<file path="src/logic/ipef_pkg.sv">
// Purpose: Shared constants and types of the interrupt priority and external edge flag block.
// Assumes: Register indices times four give the Wishbone byte address.
// Notes:   Operation summary follows.
//
// Operation
// - An enable bit blocks or passes the converter interrupt request.
// - Six group levels, each from one high-register bit and one low-register bit.
// - A selected edge on pin 0 to 7 sets that pin's low flag.
// - Low pin flags clear only by writing zero; acknowledge leaves them set.
// - Writing one to any pending flag leaves it unchanged.
// - Edge field 00 none, 01 rising, 10 falling, 11 both edges.
// - Pins 4 to 7 polarity fields, pin 7 in bits 7:6, pin 4 in 1:0.
// - Pins 0 to 3 polarity fields, pin 3 in bits 7:6, pin 0 in 1:0.
// - High polarity register holds pins 12, 11, 10, 8 from top down.
// - Timer 0 overflow sets bit 7 of the timer flag register.
// - Timer 0 match sets bit 6; timer 3 interrupt sets bit 5.
// - Timer flags clear by writing zero or by acknowledge of their source.
// - Bits 3:0 latch pin 12, 11, 10, 8 edges from top down; bit 4 unused.
// - Those pin flags clear by writing zero or by acknowledge of their source.
// - Twenty-four sources form six groups of four sharing one level.
// - Equal level serves lower source first; only higher level preempts service.
// - Global enable zero blocks every request; one lets enabled sources request.
package ipef_pkg;

  localparam int NUM_SRC    = 24;
  localparam int NUM_GROUPS = 6;
  localparam int NUM_PINS   = 12;

  // Register indices; byte address is four times the index.
  localparam logic [7:0] IDX_POL_0_3    = 8'hA4;
  localparam logic [7:0] IDX_POL_4_7    = 8'hA5;
  localparam logic [7:0] IDX_EXT_TIMER  = 8'hA6;
  localparam logic [7:0] IDX_POL_8_12   = 8'hA7;
  localparam logic [7:0] IDX_IRQ_ENABLE = 8'hA8;
  localparam logic [7:0] IDX_IRQ_STATUS = 8'hA9;
  localparam logic [7:0] IDX_PRIO_LOW   = 8'hB8;
  localparam logic [7:0] IDX_EXT_LOW    = 8'hC0;
  localparam logic [7:0] IDX_PRIO_HIGH  = 8'hF8;

  // Reset values.
  localparam logic [7:0]  RST_REG8   = 8'h00;
  localparam logic [5:0]  RST_PRIO   = 6'h00;
  localparam logic [23:0] RST_ENABLE = 24'h000000;

  // Bit positions and masks.
  localparam int          GLOBAL_EN_BIT    = 31;
  localparam int          TF_T0_OVF        = 7;
  localparam int          TF_T0_MATCH      = 6;
  localparam int          TF_T3            = 5;
  localparam logic [7:0]  TIMER_FLAG_MASK  = 8'hEF;
  localparam int          ST_REQ_BIT       = 7;
  localparam int          ST_INSVC_LSB     = 8;

  // Source numbers of the sources whose pending flags live here, and of the converter.
  localparam logic [4:0] SRC_EINT10   = 5'h00;
  localparam logic [4:0] SRC_EINT11   = 5'h01;
  localparam logic [4:0] SRC_EXT_IRQ_PIN_7  = 5'h05;
  localparam logic [4:0] SRC_EINT8    = 5'h06;
  localparam logic [4:0] SRC_EINT12   = 5'h0B;
  localparam logic [4:0] SRC_T0_OVF   = 5'h0C;
  localparam logic [4:0] SRC_T0_MATCH = 5'h0D;
  localparam logic [4:0] SRC_T3       = 5'h10;
  localparam logic [4:0] SRC_ADC      = 5'h12;

  typedef enum logic [1:0] {
    EDGE_NONE = 2'b00,
    EDGE_RISE = 2'b01,
    EDGE_FALL = 2'b10,
    EDGE_BOTH = 2'b11
  } ipef_edge_t;

  typedef struct packed {
    logic        cyc;
    logic        stb;
    logic        we;
    logic [9:0]  adr;
    logic [3:0]  sel;
    logic [31:0] dat;
  } ipef_wb_req_t;

  typedef struct packed {
    logic t0_overflow;
    logic t0_match;
    logic t3_match;
  } ipef_timer_ev_t;

  typedef struct packed {
    logic                primed;
    logic [NUM_PINS-1:0] sample;
    logic [NUM_PINS-1:0] prev;
  } ipef_edge_state_t;

  typedef struct packed {
    logic [7:0]  pol_0_3;
    logic [7:0]  pol_4_7;
    logic [7:0]  pol_8_12;
    logic [5:0]  prio_low;
    logic [5:0]  prio_high;
    logic [7:0]  ext_low;
    logic [7:0]  ext_timer;
    logic [23:0] enable;
    logic        global_en;
    logic [3:0]  in_service;
    logic        irq_req;
    logic [4:0]  irq_vec;
    logic        wb_ack;
    logic [31:0] rdata;
  } ipef_state_t;

endpackage

</file>
<file path="src/logic/ipef_edge_detect.sv">
// Purpose: Samples the twelve external pins and flags their selected edges.
// Assumes: Pins are synchronous to clk_i.
// Notes:   Pin order is 0..7, 8, 10, 11, 12; no event in the first cycle after reset.
`timescale 1ns/1ps
module ipef_edge_detect
  import ipef_pkg::*;
(
  // Clock and reset
  input  wire logic                  clk_i,
  input  wire logic                  rst_i,
  input  wire logic                  ce_i,
  // Pins and edge selection
  input  wire logic [NUM_PINS-1:0]   pin_i,
  input  wire logic [2*NUM_PINS-1:0] edge_sel_i,
  // Edge events, one cycle each
  output logic      [NUM_PINS-1:0]   event_o
);

  ipef_edge_state_t s;
  ipef_edge_state_t next_s;

  always_comb begin
    next_s        = s;
    next_s.sample = pin_i;
    // The first sample after reset seeds both stages, so a pin resting high makes no edge.
    next_s.prev   = s.primed ? s.sample : pin_i;
    next_s.primed = 1'b1;
  end

  always_ff @(posedge clk_i) begin
    if (rst_i) begin
      s <= '0;
    end else if (ce_i) begin
      s <= next_s;
    end
  end

  always_comb begin
    for (int p = 0; p < NUM_PINS; p++) begin
      case (ipef_edge_t'(edge_sel_i[2*p +: 2]))
        EDGE_RISE: event_o[p] = s.primed & s.sample[p] & ~s.prev[p];
        EDGE_FALL: event_o[p] = s.primed & ~s.sample[p] & s.prev[p];
        EDGE_BOTH: event_o[p] = s.primed & (s.sample[p] ^ s.prev[p]);
        default:   event_o[p] = 1'b0;
      endcase
    end
  end

endmodule

</file>
<file path="src/logic/ipef_top.sv">
// Purpose: Interrupt priority selection, external edge flags and timer pending flags.
// Assumes: Classic Wishbone slave, registers in the low byte lane except enable (four lanes) and status (two lanes).
// Notes:   Other peripherals supply level pending requests on periph_irq_i.
`timescale 1ns/1ps
module ipef_top
  import ipef_pkg::*;
(
  // Clock, reset, clock enable
  input  wire logic                clk_i,
  input  wire logic                rst_i,
  input  wire logic                ce_i,
  // Wishbone slave
  input  wire ipef_wb_req_t        wb_req_i,
  output logic        [31:0]       wb_dat_o,
  output logic                     wb_ack_o,
  // Event sources
  input  wire logic   [NUM_PINS-1:0] ext_irq_pin_i,
  input  wire ipef_timer_ev_t      timer_ev_i,
  input  wire logic   [NUM_SRC-1:0] periph_irq_i,
  // CPU core
  input  wire logic                irq_ack_i,
  input  wire logic   [4:0]        irq_ack_src_i,
  input  wire logic                irq_return_i,
  output logic                     irq_req_o,
  output logic        [4:0]        irq_vec_o
);

  ipef_state_t         s;
  ipef_state_t         next_s;
  logic [NUM_PINS-1:0] pin_event;
  logic                access;
  logic                wr_lane0;
  logic [7:0]          clr_low;
  logic [7:0]          clr_timer;
  logic [7:0]          set_timer;
  logic [7:0]          ack_clr;
  logic [NUM_SRC-1:0]  pending;
  logic [NUM_SRC-1:0]  active;
  logic                found;
  logic [1:0]          best_lvl;
  logic [4:0]          best_src;
  logic                allowed;
  logic [1:0]          cur_lvl;

  // Level of the group that owns a source; groups are source number modulo six.
  function automatic logic [1:0] src_level(input logic [4:0] src,
                                           input logic [5:0] hi,
                                           input logic [5:0] lo);
    logic [2:0] grp;
    grp = 3'(src % 5'(NUM_GROUPS));
    return {hi[grp], lo[grp]};
  endfunction

  // Index of the highest in-service level.
  function automatic logic [1:0] top_level(input logic [3:0] insvc);
    logic [1:0] lvl;
    lvl = 2'h0;
    for (int i = 0; i < 4; i++) begin
      if (insvc[i]) begin
        lvl = 2'(i);
      end
    end
    return lvl;
  endfunction

  // Timer flag bits cleared by acknowledge of a source.
  function automatic logic [7:0] ack_mask(input logic [4:0] src);
    logic [7:0] m;
    m = 8'h00;
    if (src == SRC_T0_OVF) begin
      m[TF_T0_OVF] = 1'b1;
    end else if (src == SRC_T0_MATCH) begin
      m[TF_T0_MATCH] = 1'b1;
    end else if (src == SRC_T3) begin
      m[TF_T3] = 1'b1;
    end else if (src == SRC_EINT8) begin
      m[0] = 1'b1;
    end else if (src == SRC_EINT10) begin
      m[1] = 1'b1;
    end else if (src == SRC_EINT11) begin
      m[2] = 1'b1;
    end else if (src == SRC_EINT12) begin
      m[3] = 1'b1;
    end
    return m;
  endfunction

  // Polarity fields packed pin 0 at the bottom through pin 12 at the top.
  ipef_edge_detect u_edge (
    .clk_i      (clk_i),
    .rst_i      (rst_i),
    .ce_i       (ce_i),
    .pin_i      (ext_irq_pin_i),
    .edge_sel_i ({s.pol_8_12, s.pol_4_7, s.pol_0_3}),
    .event_o    (pin_event)
  );

  always_comb begin
    access    = wb_req_i.cyc & wb_req_i.stb & ~s.wb_ack;
    wr_lane0  = access & wb_req_i.we & wb_req_i.sel[0];
    clr_low   = 8'h00;
    clr_timer = 8'h00;
    if (wr_lane0 && wb_req_i.adr[9:2] == IDX_EXT_LOW) begin
      clr_low = ~wb_req_i.dat[7:0];
    end
    if (wr_lane0 && wb_req_i.adr[9:2] == IDX_EXT_TIMER) begin
      clr_timer = ~wb_req_i.dat[7:0];
    end
    ack_clr   = irq_ack_i ? ack_mask(irq_ack_src_i) : 8'h00;
    set_timer = {timer_ev_i.t0_overflow, timer_ev_i.t0_match, timer_ev_i.t3_match, 1'b0,
                 pin_event[11], pin_event[10], pin_event[9], pin_event[8]};
  end

  // Pending vector: local flags replace the peripheral lines of their sources.
  always_comb begin
    pending               = periph_irq_i;
    pending[SRC_EINT10]   = s.ext_timer[1];
    pending[SRC_EINT11]   = s.ext_timer[2];
    pending[SRC_EXT_IRQ_PIN_7]  = |s.ext_low;
    pending[SRC_EINT8]    = s.ext_timer[0];
    pending[SRC_EINT12]   = s.ext_timer[3];
    pending[SRC_T0_OVF]   = s.ext_timer[TF_T0_OVF];
    pending[SRC_T0_MATCH] = s.ext_timer[TF_T0_MATCH];
    pending[SRC_T3]       = s.ext_timer[TF_T3];
    // Converter request passes only with its enable bit set.
    active = pending & s.enable & {NUM_SRC{s.global_en}};
  end

  always_comb begin
    found    = 1'b0;
    best_lvl = 2'h0;
    best_src = 5'h00;
    for (int i = 0; i < NUM_SRC; i++) begin
      // Strict compare keeps the lower source on a level tie.
      if (active[i] && (!found || src_level(5'(i), s.prio_high, s.prio_low) > best_lvl)) begin
        found    = 1'b1;
        best_lvl = src_level(5'(i), s.prio_high, s.prio_low);
        best_src = 5'(i);
      end
    end
    cur_lvl = top_level(s.in_service);
    allowed = ~(|s.in_service) | (best_lvl > cur_lvl);
  end

  always_comb begin
    next_s        = s;
    next_s.wb_ack = access;
    if (access) begin
      next_s.rdata = 32'h00000000;
      if (wb_req_i.adr[9:2] == IDX_POL_0_3) begin
        next_s.rdata[7:0] = s.pol_0_3;
      end else if (wb_req_i.adr[9:2] == IDX_POL_4_7) begin
        next_s.rdata[7:0] = s.pol_4_7;
      end else if (wb_req_i.adr[9:2] == IDX_EXT_TIMER) begin
        next_s.rdata[7:0] = s.ext_timer;
      end else if (wb_req_i.adr[9:2] == IDX_POL_8_12) begin
        next_s.rdata[7:0] = s.pol_8_12;
      end else if (wb_req_i.adr[9:2] == IDX_IRQ_ENABLE) begin
        next_s.rdata[23:0]          = s.enable;
        next_s.rdata[GLOBAL_EN_BIT] = s.global_en;
      end else if (wb_req_i.adr[9:2] == IDX_IRQ_STATUS) begin
        next_s.rdata[4:0]                       = s.irq_vec;
        next_s.rdata[ST_REQ_BIT]                = s.irq_req;
        next_s.rdata[ST_INSVC_LSB +: 4]         = s.in_service;
      end else if (wb_req_i.adr[9:2] == IDX_PRIO_LOW) begin
        next_s.rdata[5:0] = s.prio_low;
      end else if (wb_req_i.adr[9:2] == IDX_EXT_LOW) begin
        next_s.rdata[7:0] = s.ext_low;
      end else if (wb_req_i.adr[9:2] == IDX_PRIO_HIGH) begin
        next_s.rdata[5:0] = s.prio_high;
      end
    end

    if (wr_lane0) begin
      if (wb_req_i.adr[9:2] == IDX_POL_0_3) begin
        next_s.pol_0_3 = wb_req_i.dat[7:0];
      end else if (wb_req_i.adr[9:2] == IDX_POL_4_7) begin
        next_s.pol_4_7 = wb_req_i.dat[7:0];
      end else if (wb_req_i.adr[9:2] == IDX_POL_8_12) begin
        next_s.pol_8_12 = wb_req_i.dat[7:0];
      end else if (wb_req_i.adr[9:2] == IDX_PRIO_LOW) begin
        next_s.prio_low = wb_req_i.dat[5:0];
      end else if (wb_req_i.adr[9:2] == IDX_PRIO_HIGH) begin
        next_s.prio_high = wb_req_i.dat[5:0];
      end
    end
    if (access && wb_req_i.we && wb_req_i.adr[9:2] == IDX_IRQ_ENABLE) begin
      for (int b = 0; b < 3; b++) begin
        if (wb_req_i.sel[b]) begin
          next_s.enable[8*b +: 8] = wb_req_i.dat[8*b +: 8];
        end
      end
      if (wb_req_i.sel[3]) begin
        next_s.global_en = wb_req_i.dat[GLOBAL_EN_BIT];
      end
    end

    // Set wins over a clear in the same cycle.
    next_s.ext_low   = (s.ext_low & ~clr_low) | pin_event[7:0];
    next_s.ext_timer = ((s.ext_timer & ~clr_timer & ~ack_clr) | set_timer)
                       & TIMER_FLAG_MASK;

    // A return retires the highest level before a new acknowledge is recorded.
    if (irq_return_i && |s.in_service) begin
      next_s.in_service[cur_lvl] = 1'b0;
    end
    if (irq_ack_i) begin
      next_s.in_service[src_level(irq_ack_src_i, s.prio_high, s.prio_low)] = 1'b1;
    end

    next_s.irq_req = found & allowed & ~irq_ack_i;
    // The vector moves only with an issued request, so it holds while no request stands.
    next_s.irq_vec = next_s.irq_req ? best_src : s.irq_vec;
  end

  always_ff @(posedge clk_i) begin
    if (rst_i) begin
      s           <= '0;
      s.pol_0_3   <= RST_REG8;
      s.pol_4_7   <= RST_REG8;
      s.pol_8_12  <= RST_REG8;
      s.prio_low  <= RST_PRIO;
      s.prio_high <= RST_PRIO;
      s.ext_low   <= RST_REG8;
      s.ext_timer <= RST_REG8;
      s.enable    <= RST_ENABLE;
    end else if (ce_i) begin
      s <= next_s;
    end
  end

  assign wb_dat_o  = s.rdata;
  assign wb_ack_o  = s.wb_ack;
  assign irq_req_o = s.irq_req;
  assign irq_vec_o = s.irq_vec;

endmodule

</file>
<file path="config.mk">
export PLATFORM = sky130hd
export DESIGN_NAME = ipef_top
export DESIGN_NICKNAME = d
export VERILOG_FILES = /design/src/logic/ipef_pkg.sv /design/src/logic/ipef_edge_detect.sv /design/src/logic/ipef_top.sv
export SDC_FILE = /design/constraint.sdc
export NUM_CORES = 1
export LEC_CHECK = 0
export BUFFER_PORTS_ARGS = -buffer_cell sky130_fd_sc_hd__buf_2
export CAP_MARGIN = 20
export CORE_ASPECT_RATIO = 1.5
export CORE_MARGIN = 3
export CORE_UTILIZATION = 35
export DETAILED_ROUTE_END_ITERATION = 10
export PLACE_DENSITY = 0.63
export SETUP_SLACK_MARGIN = 0.02
export SLEW_MARGIN = 20
export SYNTH_ARGS = -nofsm -noshare
export SYNTH_HDL_FRONTEND = slang
export SYNTH_HIERARCHICAL = 1
export SYNTH_SLANG_ARGS = --single-unit
</file>
<file path="constraint.sdc">
create_clock -name clk_i -period 43.7 [get_ports clk_i]
set_clock_uncertainty 0.15 [all_clocks]
set_input_delay 8.74 -clock clk_i [delete_from_list [all_inputs] [get_ports clk_i]]
set_output_delay 8.74 -clock clk_i [all_outputs]
set_load 0.02 [all_outputs]
</file>
==> results.json, run 1 <==
{
  "worstMarginPinSlew_ns": 1.12,
  "cp-end-kind": "flop",
  "die_w_um": 137,
  "wl_per_cell_um": 19.6,
  "p_comb_frac": 0.068,
  "fin_area_mm2": 0.0101,
  "track_usage": 0.215,
  "core-area_mm2": 0.0251,
  "n_antenna_cell": 0,
  "power_frac_clock": 0.498,
  "intPower_mw": 0.230,
  "arrival_ns": 37.90,
  "async_flop_share": 0,
  "hold_violations": 0,
  "fillers": 2578,
  "synth-main-ff-cell": "dfxtp_1",
  "synth.distinct_cells": 93,
  "crit_slowest_cell": "or4_1",
  "drv_slew": 0,
  "cp_max_fo": 8,
  "io_buffers": 112,
  "die_h_um": 202,
  "htreeDepth": 4,
  "syn_area_per_cell_um2": 7.89,
  "layout.cells.non_filler": 1523,
  "post-dp-hpwl_um": 22700,
  "setup_tns_ns": 0,
  "cts_tree": "yes",
  "drive_above_1_share": 0.172,
  "synth_largest_area_cell": "dfxtp_1",
  "cpMostUsedCell": "ha_1",
  "drc": 0,
  "cts_buffers": 17,
  "root_buffer": "clkbuf_16",
  "drt_pass1_iterations": 8,
  "worstPathRequired_ns": 43.88,
  "syn_inst": 1134,
  "grt_overflow": 0,
  "wirelength_um": 29900,
  "maxSlewHeadroom": 0.253,
  "hp-class": "flop to flop",
  "die_area_mm2": 0.0276,
  "ys_seq_area_frac": 0.306,
  "synth_common_cells": "nand2_1, nor2_1, dfxtp_1",
  "gp_congestion": 0.952,
  "power_leakage_nw": 3.99,
  "fmax_ghz": 0.0265,
  "core.rowCount": 71,
  "vias": 8567,
  "critPathMaxStageDelay_ns": 0.54,
  "viasPerCell": 5.63,
  "power.share.sequential": 0.434,
  "dpl_cell_area_mm2": 0.00947,
  "initial_utilization": 0.356,
  "grt_max_degree": 73,
  "switching_power_mw": 0.0678,
  "hold_buffers": 0,
  "syn_area_mm2": 0.00895,
  "clk_pin_slew_worst_paths_ns": 0.06,
  "clk_latency_ns": 0.42,
  "synth-seq-cells": 137,
  "synth_top_area_frac": 0.306,
  "fin_nets": 1317,
  "cts.sinks": 137,
  "boundaryPins": 137,
  "outcome": "finished clean",
  "maxCapViolCount": 0,
  "reg2reg_setup_slack_ns": 11.88,
  "finalCritPeriodShare": 0.863,
  "post-cts-setup-buffers": 0,
  "synth-edff-count": 0,
  "path_class": "primary input to flop",
  "yosysMostFrequentCell": "nand2_1",
  "switching_share": 0.228,
  "synth.area.top_cells": "dfxtp_1, mux2i_1, nand2_1, a21oi_1, nor2_1",
  "cts_resized": 0,
  "ant_nets": 0,
  "peakVddDrop_v": 0.0000265,
  "power.density_mw_per_mm2": 29.6,
  "min_period_ns": 37.72,
  "first_iter_violations": 705,
  "rsz0062_at_grt": "false",
  "syn_to_final_growth_pct": 12.6,
  "cts_buffer_depth": 2,
  "antenna_found_initial": 0,
  "grt_pass1_vias": 8243,
  "yosysWarnings": 6,
  "post-place-cells": 1493,
  "grt_pass1_wl_um": 45600,
  "worst_setup_path_start_kind": "primary input",
  "setup_viol": 0
}
per-stage QoR:
| stage | hold slack, ns | power (mW) | setup WS, ns | utilization |
|---|---|---|---|---|
| floorplan | 0.282 | 0.144 | 9.51 | - |
| global placement | 0.288 | 0.152 | 6.46 | 0.377 |
| detailed placement | 0.291 | 0.152 | 6.12 | 0.377 |
| CTS | 0.299 | 0.301 | 6.39 | 0.401 |
| global route | 0.314 | 0.308 | 3.68 | 0.401 |
| finish | 0.296 | 0.298 | 5.98 | 0.401 |
state kept, by name (all words and copies together) (netlist names):
register	flops
u_edge/s	25
irq_req_o	1
s	73
pending	7
wb_dat_o	25
wb_ack_o	1
irq_vec_o	5
layout make-up:
class / instances / area [µm²] / share of cell area
Clock buffer: 24 / 492 / 0.0488
Clock inverter: 6 / 114 / 0.0113
Inverter: 26 / 97.6 / 0.00969
Multi-Input combinational cell: 880 / 5580 / 0.554
Sequential cell: 137 / 2740 / 0.272
Tap cell: 328 / 410 / 0.0407
Timing Repair Buffer: 122 / 638 / 0.0633
cells by family after synthesis:
group / synth area share
AND/OR/NAND/NOR: 0.238
AO/OA/AOI/OAI: 0.222
flip-flops: 0.306
buffers and inverters: 0.0738
multiplexers: 0.106
adder cells (fa/ha/maj): 0.0526
other: 0.000419
XOR/XNOR: 0.000979
layer usage:
| metal | vias up | part of all wire | routed length, µm | track usage |
|---|---|---|---|---|
| li1 | 4151 | - | - | - |
| met1 | 3986 | 0.38 | 11300 | 0.234 |
| met2 | 313 | 0.49 | 14700 | 0.366 |
| met3 | 117 | 0.049 | 1460 | 0.0351 |
| met4 | 0 | 0.082 | 2460 | 0.164 |
| met5 | - | 0 | 0 | 0 |
power by group through the flow:
stage / combinational [mW] / clock (mW) / sequential (mW)
floorplan: 0.0136 / 0 / 0.131
global placement: 0.0201 / 0 / 0.132
detailed placement: 0.0204 / 0 / 0.132
CTS: 0.0205 / 0.151 / 0.129
global route: 0.0224 / 0.156 / 0.129
finish: 0.0204 / 0.148 / 0.129
worst max-delay path: cells and delay by family:
kind	cells	cell delay, ns
compound gates	65	11.98
simple gates	47	7.37
fa+ha+maj	25	6.94
mux	7	2.28
buf+inv	5	0.52
path summary, 6_finish.rpt:
check                                  from                   endpoint  depth (start not counted)
setup / recovery            periph_irq_i[2]  irq_vec_o[3]$_SDFFE_PP0P_                        149
hold / removal    wb_dat_o[20]$_SDFFE_PP0P_  wb_dat_o[20]$_SDFFE_PP0P_                          2
setup reg to reg         s[90]$_SDFFE_PP0P_  irq_vec_o[3]$_SDFFE_PP0P_                        157
hold reg to reg   wb_dat_o[20]$_SDFFE_PP0P_  wb_dat_o[20]$_SDFFE_PP0P_                          2
cells in the final DEF (no fill, tap or decap), types with 5 or more instances in the layout:
| cell type | n |
|---|---|
| a211oi_1 | 19 |
| a21boi_0 | 13 |
| a21oi_1 | 109 |
| a21oi_2 | 5 |
| a22oi_1 | 15 |
| a311oi_1 | 5 |
| and2_1 | 7 |
| and3_1 | 21 |
| buf_2 | 111 |
| buf_4 | 11 |
| clkbuf_16 | 17 |
| conb_1 | 7 |
| dfxtp_1 | 137 |
| ha_1 | 35 |
| inv_1 | 26 |
| mux2_2 | 5 |
| mux2i_1 | 74 |
| nand2_1 | 153 |
| nand2b_1 | 7 |
| nand3_1 | 29 |
| nand3b_1 | 25 |
| nand4_1 | 5 |
| nor2_1 | 140 |
| nor2b_1 | 13 |
| nor3_1 | 18 |
| nor4_1 | 6 |
| o211ai_1 | 7 |
| o21a_1 | 5 |
| o21ai_0 | 38 |
| o221ai_1 | 5 |
| o22ai_1 | 7 |
| or3_1 | 7 |
Note: power is estimated with default switching activity, not from simulation.
==> inputs of run 2 (changes only) <==
==> constraint.sdc (replaced) <==
create_clock -name clk_i -period 43.7 [get_ports clk_i]
set_clock_uncertainty 0.15 [all_clocks]
set_input_delay 4.37 -clock clk_i [delete_from_list [all_inputs] [get_ports clk_i]]
set_output_delay 4.37 -clock clk_i [all_outputs]
set_load 0.02 [all_outputs]
==> results.json, run 2 (synthesized netlist as in run 1, its figures left out) <==
{
  "outcome": "finished clean",
  "grt_pass1_vias": 8381,
  "first_iter_violations": 745,
  "n_antenna_cell": 0,
  "die_area_mm2": 0.0276,
  "boundaryPins": 137,
  "post-place-cells": 1493,
  "grt_overflow": 0,
  "post-cts-setup-buffers": 0,
  "arrival_ns": 33.45,
  "worst_setup_path_start_kind": "primary input",
  "cts.sinks": 137,
  "drt_pass1_iterations": 6,
  "finalCritPeriodShare": 0.761,
  "cp_max_fo": 8,
  "maxCapViolCount": 0,
  "wirelength_um": 30100,
  "wl_per_cell_um": 19.7,
  "cp-end-kind": "flop",
  "hold_violations": 0,
  "setup_viol": 0,
  "top_register": "s",
  "rsz0062_at_grt": "false",
  "die_w_um": 137,
  "cpMostUsedCell": "ha_1",
  "core-area_mm2": 0.0251,
  "cts_resized": 0,
  "worstPathRequired_ns": 43.91,
  "holdWs_ns": 0.297,
  "maxSlewHeadroom": 0.285,
  "drc": 0,
  "clk_latency_ns": 0.43,
  "layout.cells.non_filler": 1525,
  "setup_tns_ns": 0,
  "drv_slew": 0,
  "mostFrequentLayoutCell": "nand2_1",
  "setup_ws_ns": 10.46,
  "root_buffer": "clkbuf_16",
  "power_leakage_nw": 3.98,
  "cts_buffers": 17,
  "io_buffers": 112,
  "die_h_um": 202,
  "crit_buf_inv": 5,
  "hp-start": "wb_dat_o[22]$_SDFFE_PP0P_",
  "cts_buffer_depth": 2,
  "post-dp-hpwl_um": 22800,
  "ant_nets": 0,
  "syn_to_final_growth_pct": 12.4,
  "power.density_mw_per_mm2": 29.2,
  "fin_area_mm2": 0.0101,
  "vias": 8577,
  "track_usage": 0.218,
  "reg2reg_from": "s[90]$_SDFFE_PP0P_",
  "power.total_mw": 0.294,
  "viasPerCell": 5.62,
  "critPathMaxStageDelay_ns": 0.54,
  "cp_top_family": "compound AO/OA/AOI/OAI gates",
  "htreeDepth": 4,
  "largest_reg_flops": 73,
  "cts_tree": "yes",
  "hp-class": "flop to flop",
  "core.rowCount": 71,
  "crit_slowest_cell": "or4_1",
  "peakVddDrop_v": 0.0000273,
  "initial_utilization": 0.356,
  "hold_buffers": 0,
  "detailedPlace.worstSlack_ns": 10.54,
  "clk_pin_slew_worst_paths_ns": 0.06,
  "path_class": "primary input to flop",
  "fin_nets": 1317,
  "antenna_found_initial": 0,
  "startpoint": "periph_irq_i[2]",
  "worstMarginPinSlew_ns": 1.06,
  "fmax_ghz": 0.0301,
  "dpl_cell_area_mm2": 0.00947,
  "drive_above_1_share": 0.175,
  "fin_util": 0.400,
  "min_period_ns": 33.24,
  "grt_max_degree": 73,
  "grt_pass1_wl_um": 46000,
  "fillers": 2618,
  "final_cell_mix": "nand2_1, nor2_1, dfxtp_1, buf_2, a21oi_1",
  "gp_congestion": 0.951
}
run 2: worst min-delay path, stage by stage, from the launching register on:
cell and delay, ns:
dfxtp_1 0.30, nand2_1 0.05, a21oi_1 0.05
run 2: path summary, 6_finish.rpt:
kind / to / slack (ns) / depth (start not counted)
max: irq_vec_o[3]$_SDFFE_PP0P_ / 10.46 / 149
min: wb_dat_o[22]$_SDFFE_PP0P_ / 0.30 / 2
max reg2reg: irq_vec_o[3]$_SDFFE_PP0P_ / 11.96 / 157
min reg2reg: wb_dat_o[22]$_SDFFE_PP0P_ / 0.30 / 2
run 2: metal layers:
| layer | GRT usage | vias up | part of all wire |
|---|---|---|---|
| met5 | 0 | - | 0 |
| met4 | 0.152 | 0 | 0.077 |
| met3 | 0.0411 | 119 | 0.046 |
| met2 | 0.375 | 307 | 0.50 |
| met1 | 0.236 | 4002 | 0.38 |
| li1 | - | 4149 | - |
run 2: final cells by class:
class                   instances  area (µm²)  area share
clock inverters                11         120      0.0119
multi-input cells             880        5580       0.555
repair buffers                122         638      0.0634
flip-flops and latches        137        2740       0.273
inverters                      26        97.6     0.00970
well taps                     328         410      0.0408
clock buffers                  21         470      0.0468
run 2: power by group:
part           internal (mW)  total [mW]  switching (mW)
sequential             0.127       0.129         0.00222
combinational        0.00772      0.0204          0.0127
clock                 0.0883       0.145          0.0563
==> inputs of run 3 (changes only) <==
clock period = 32.2 ns   (was 43.7 ns; I/O delays follow)
==> results.json, run 3 (synthesized netlist as in run 1, its figures left out) <==
{
  "outcome": "finished clean",
  "worstMarginPinSlew_ns": 1.11,
  "track_usage": 0.217,
  "largest_reg_flops": 73,
  "io_buffers": 112,
  "cp_max_fo": 8,
  "hold_violations": 0,
  "worst_setup_path_start_kind": "primary input",
  "syn_to_final_growth_pct": 14.5,
  "grt_overflow": 0,
  "initial_utilization": 0.356,
  "drive_above_1_share": 0.188,
  "critPathMaxStageDelay_ns": 0.54,
  "core-area_mm2": 0.0251,
  "grt_pass1_wl_um": 45800,
  "cpMostUsedCell": "ha_1",
  "cts_buffer_depth": 2,
  "peakVddDrop_v": 0.0000299,
  "die_h_um": 202,
  "fin_util": 0.407,
  "cts_buffers": 17,
  "core.rowCount": 71,
  "power_leakage_nw": 4.03,
  "path_class": "primary input to flop",
  "post-dp-hpwl_um": 22900,
  "cp_top_family": "compound AO/OA/AOI/OAI gates",
  "root_buffer": "clkbuf_16",
  "wirelength_um": 30400,
  "top_register": "s",
  "multi_input_area_mm2": 0.00567,
  "min_period_ns": 30.64,
  "viasPerCell": 5.65,
  "cts_tree": "yes",
  "grt_max_degree": 79,
  "cts.sinks": 137,
  "hp-class": "flop to flop",
  "arrival_ns": 30.85,
  "die_w_um": 137,
  "maxCapViolCount": 0,
  "die_area_mm2": 0.0276,
  "gp_congestion": 0.957,
  "fin_nets": 1325,
  "first_iter_violations": 783,
  "wl_per_cell_um": 19.8,
  "reg2reg_setup_slack_ns": 1.77,
  "power.total_mw": 0.412,
  "drc": 0,
  "fillers": 2568,
  "crit_slowest_cell": "or4_1",
  "setup_viol": 0,
  "ant_nets": 0,
  "boundaryPins": 137,
  "clk_pin_slew_worst_paths_ns": 0.06,
  "crit_buf_inv": 8,
  "fmax_ghz": 0.0326,
  "maxSlewHeadroom": 0.256,
  "n_antenna_cell": 0,
  "finalCritPeriodShare": 0.952,
  "worstPathRequired_ns": 32.41,
  "vias": 8650,
  "mostFrequentLayoutCell": "nand2_1",
  "clk_latency_ns": 0.44,
  "drv_slew": 0,
  "cp-end-kind": "flop",
  "final_cell_mix": "nand2_1, nor2_1, dfxtp_1, buf_2, a21oi_1",
  "power.density_mw_per_mm2": 40.2,
  "antenna_found_initial": 0,
  "htreeDepth": 4,
  "grt_pass1_vias": 8204,
  "drt_pass1_iterations": 5,
  "register_area_mm2": 0.00274
}
run 3: cell types whose count changed in the layout (fill, tap and decap cells not counted), sizes merged:
| cell | previous run | this run |
|---|---|---|
| buf | 122 | 130 |
| bufinv | 2 | 4 |
| clkbuf | 21 | 24 |
| clkinv | 5 | 1 |
| clkinvlp | 3 | 2 |
| inv | 27 | 26 |
run 3: area by class of cell:
class                           count  area share
Clock buffer                       24      0.0470
Clock inverter                      7      0.0137
Inverter                           26     0.00953
Multi-Input combinational cell    880       0.554
Sequential cell                   137       0.268
Tap cell                          328      0.0401
Timing Repair Buffer              130      0.0682
run 3: repair_timing:
action,in CTS,in global routing
resized for setup,0,23
buffers inserted,0,7
setup endpoints to repair,0,6
hold buffers,0,0
hold endpoints to repair,0,0
run 3: worst paths after layout:
path                                                  end                 startpoint  depth (start not counted)
worst max-delay path            irq_vec_o[3]$_SDFFE_PP0P_            periph_irq_i[2]                        146
worst min-delay path            wb_dat_o[19]$_SDFFE_PP0P_  wb_dat_o[19]$_SDFFE_PP0P_                          2
worst max register to register  irq_vec_o[3]$_SDFFE_PP0P_         s[90]$_SDFFE_PP0P_                        154
worst min register to register  wb_dat_o[19]$_SDFFE_PP0P_  wb_dat_o[19]$_SDFFE_PP0P_                          2
run 3: per-stage QoR:
| step | setup slack, ns | area, µm² | setup TNS [ns] | instances | hold WS (ns) |
|---|---|---|---|---|---|
| finish | 1.56 | 10200 | 0 | 1532 | 0.295 |
| floorplan | 3.53 | 8970 | 0 | 1140 | 0.282 |
| global placement | 0.641 | 9480 | 0 | 1494 | 0.288 |
| global route | -0.0569 | 10200 | -0.0569 | 1532 | 0.318 |
| detailed placement | 0.403 | 9480 | 0 | 1494 | 0.291 |
| CTS | 0.640 | 10100 | 0 | 1525 | 0.299 |
run 3: power breakdown:
group | switching [mW] | leakage, nW | internal (mW) | total, mW
clock | 0.0738 | 0.297 | 0.135 | 0.209
combinational | 0.0172 | 2.63 | 0.0106 | 0.0277
sequential | 0.00301 | 1.11 | 0.172 | 0.175
total | 0.0940 | 4.03 | 0.318 | 0.412
run 3: worst register-to-register path, delay by kind of cell, from the launching register on:
family                   cells  cell delay [ns]
AO/OA/AOI/OAI               66            11.95
adder cells (fa/ha/maj)     27             7.39
AND/OR/NAND/NOR             45             6.69
multiplexers                 8             2.78
buffers and inverters        8             0.95
flip-flops                   1             0.52
run 3: layer usage:
layer | GRT usage | share of wire | up-vias
li1 | - | - | 4153
met2 | 0.388 | 0.52 | 312
met3 | 0.0349 | 0.050 | 102
met1 | 0.235 | 0.37 | 4083
met5 | 0 | 0 | -
met4 | 0.129 | 0.062 | 0
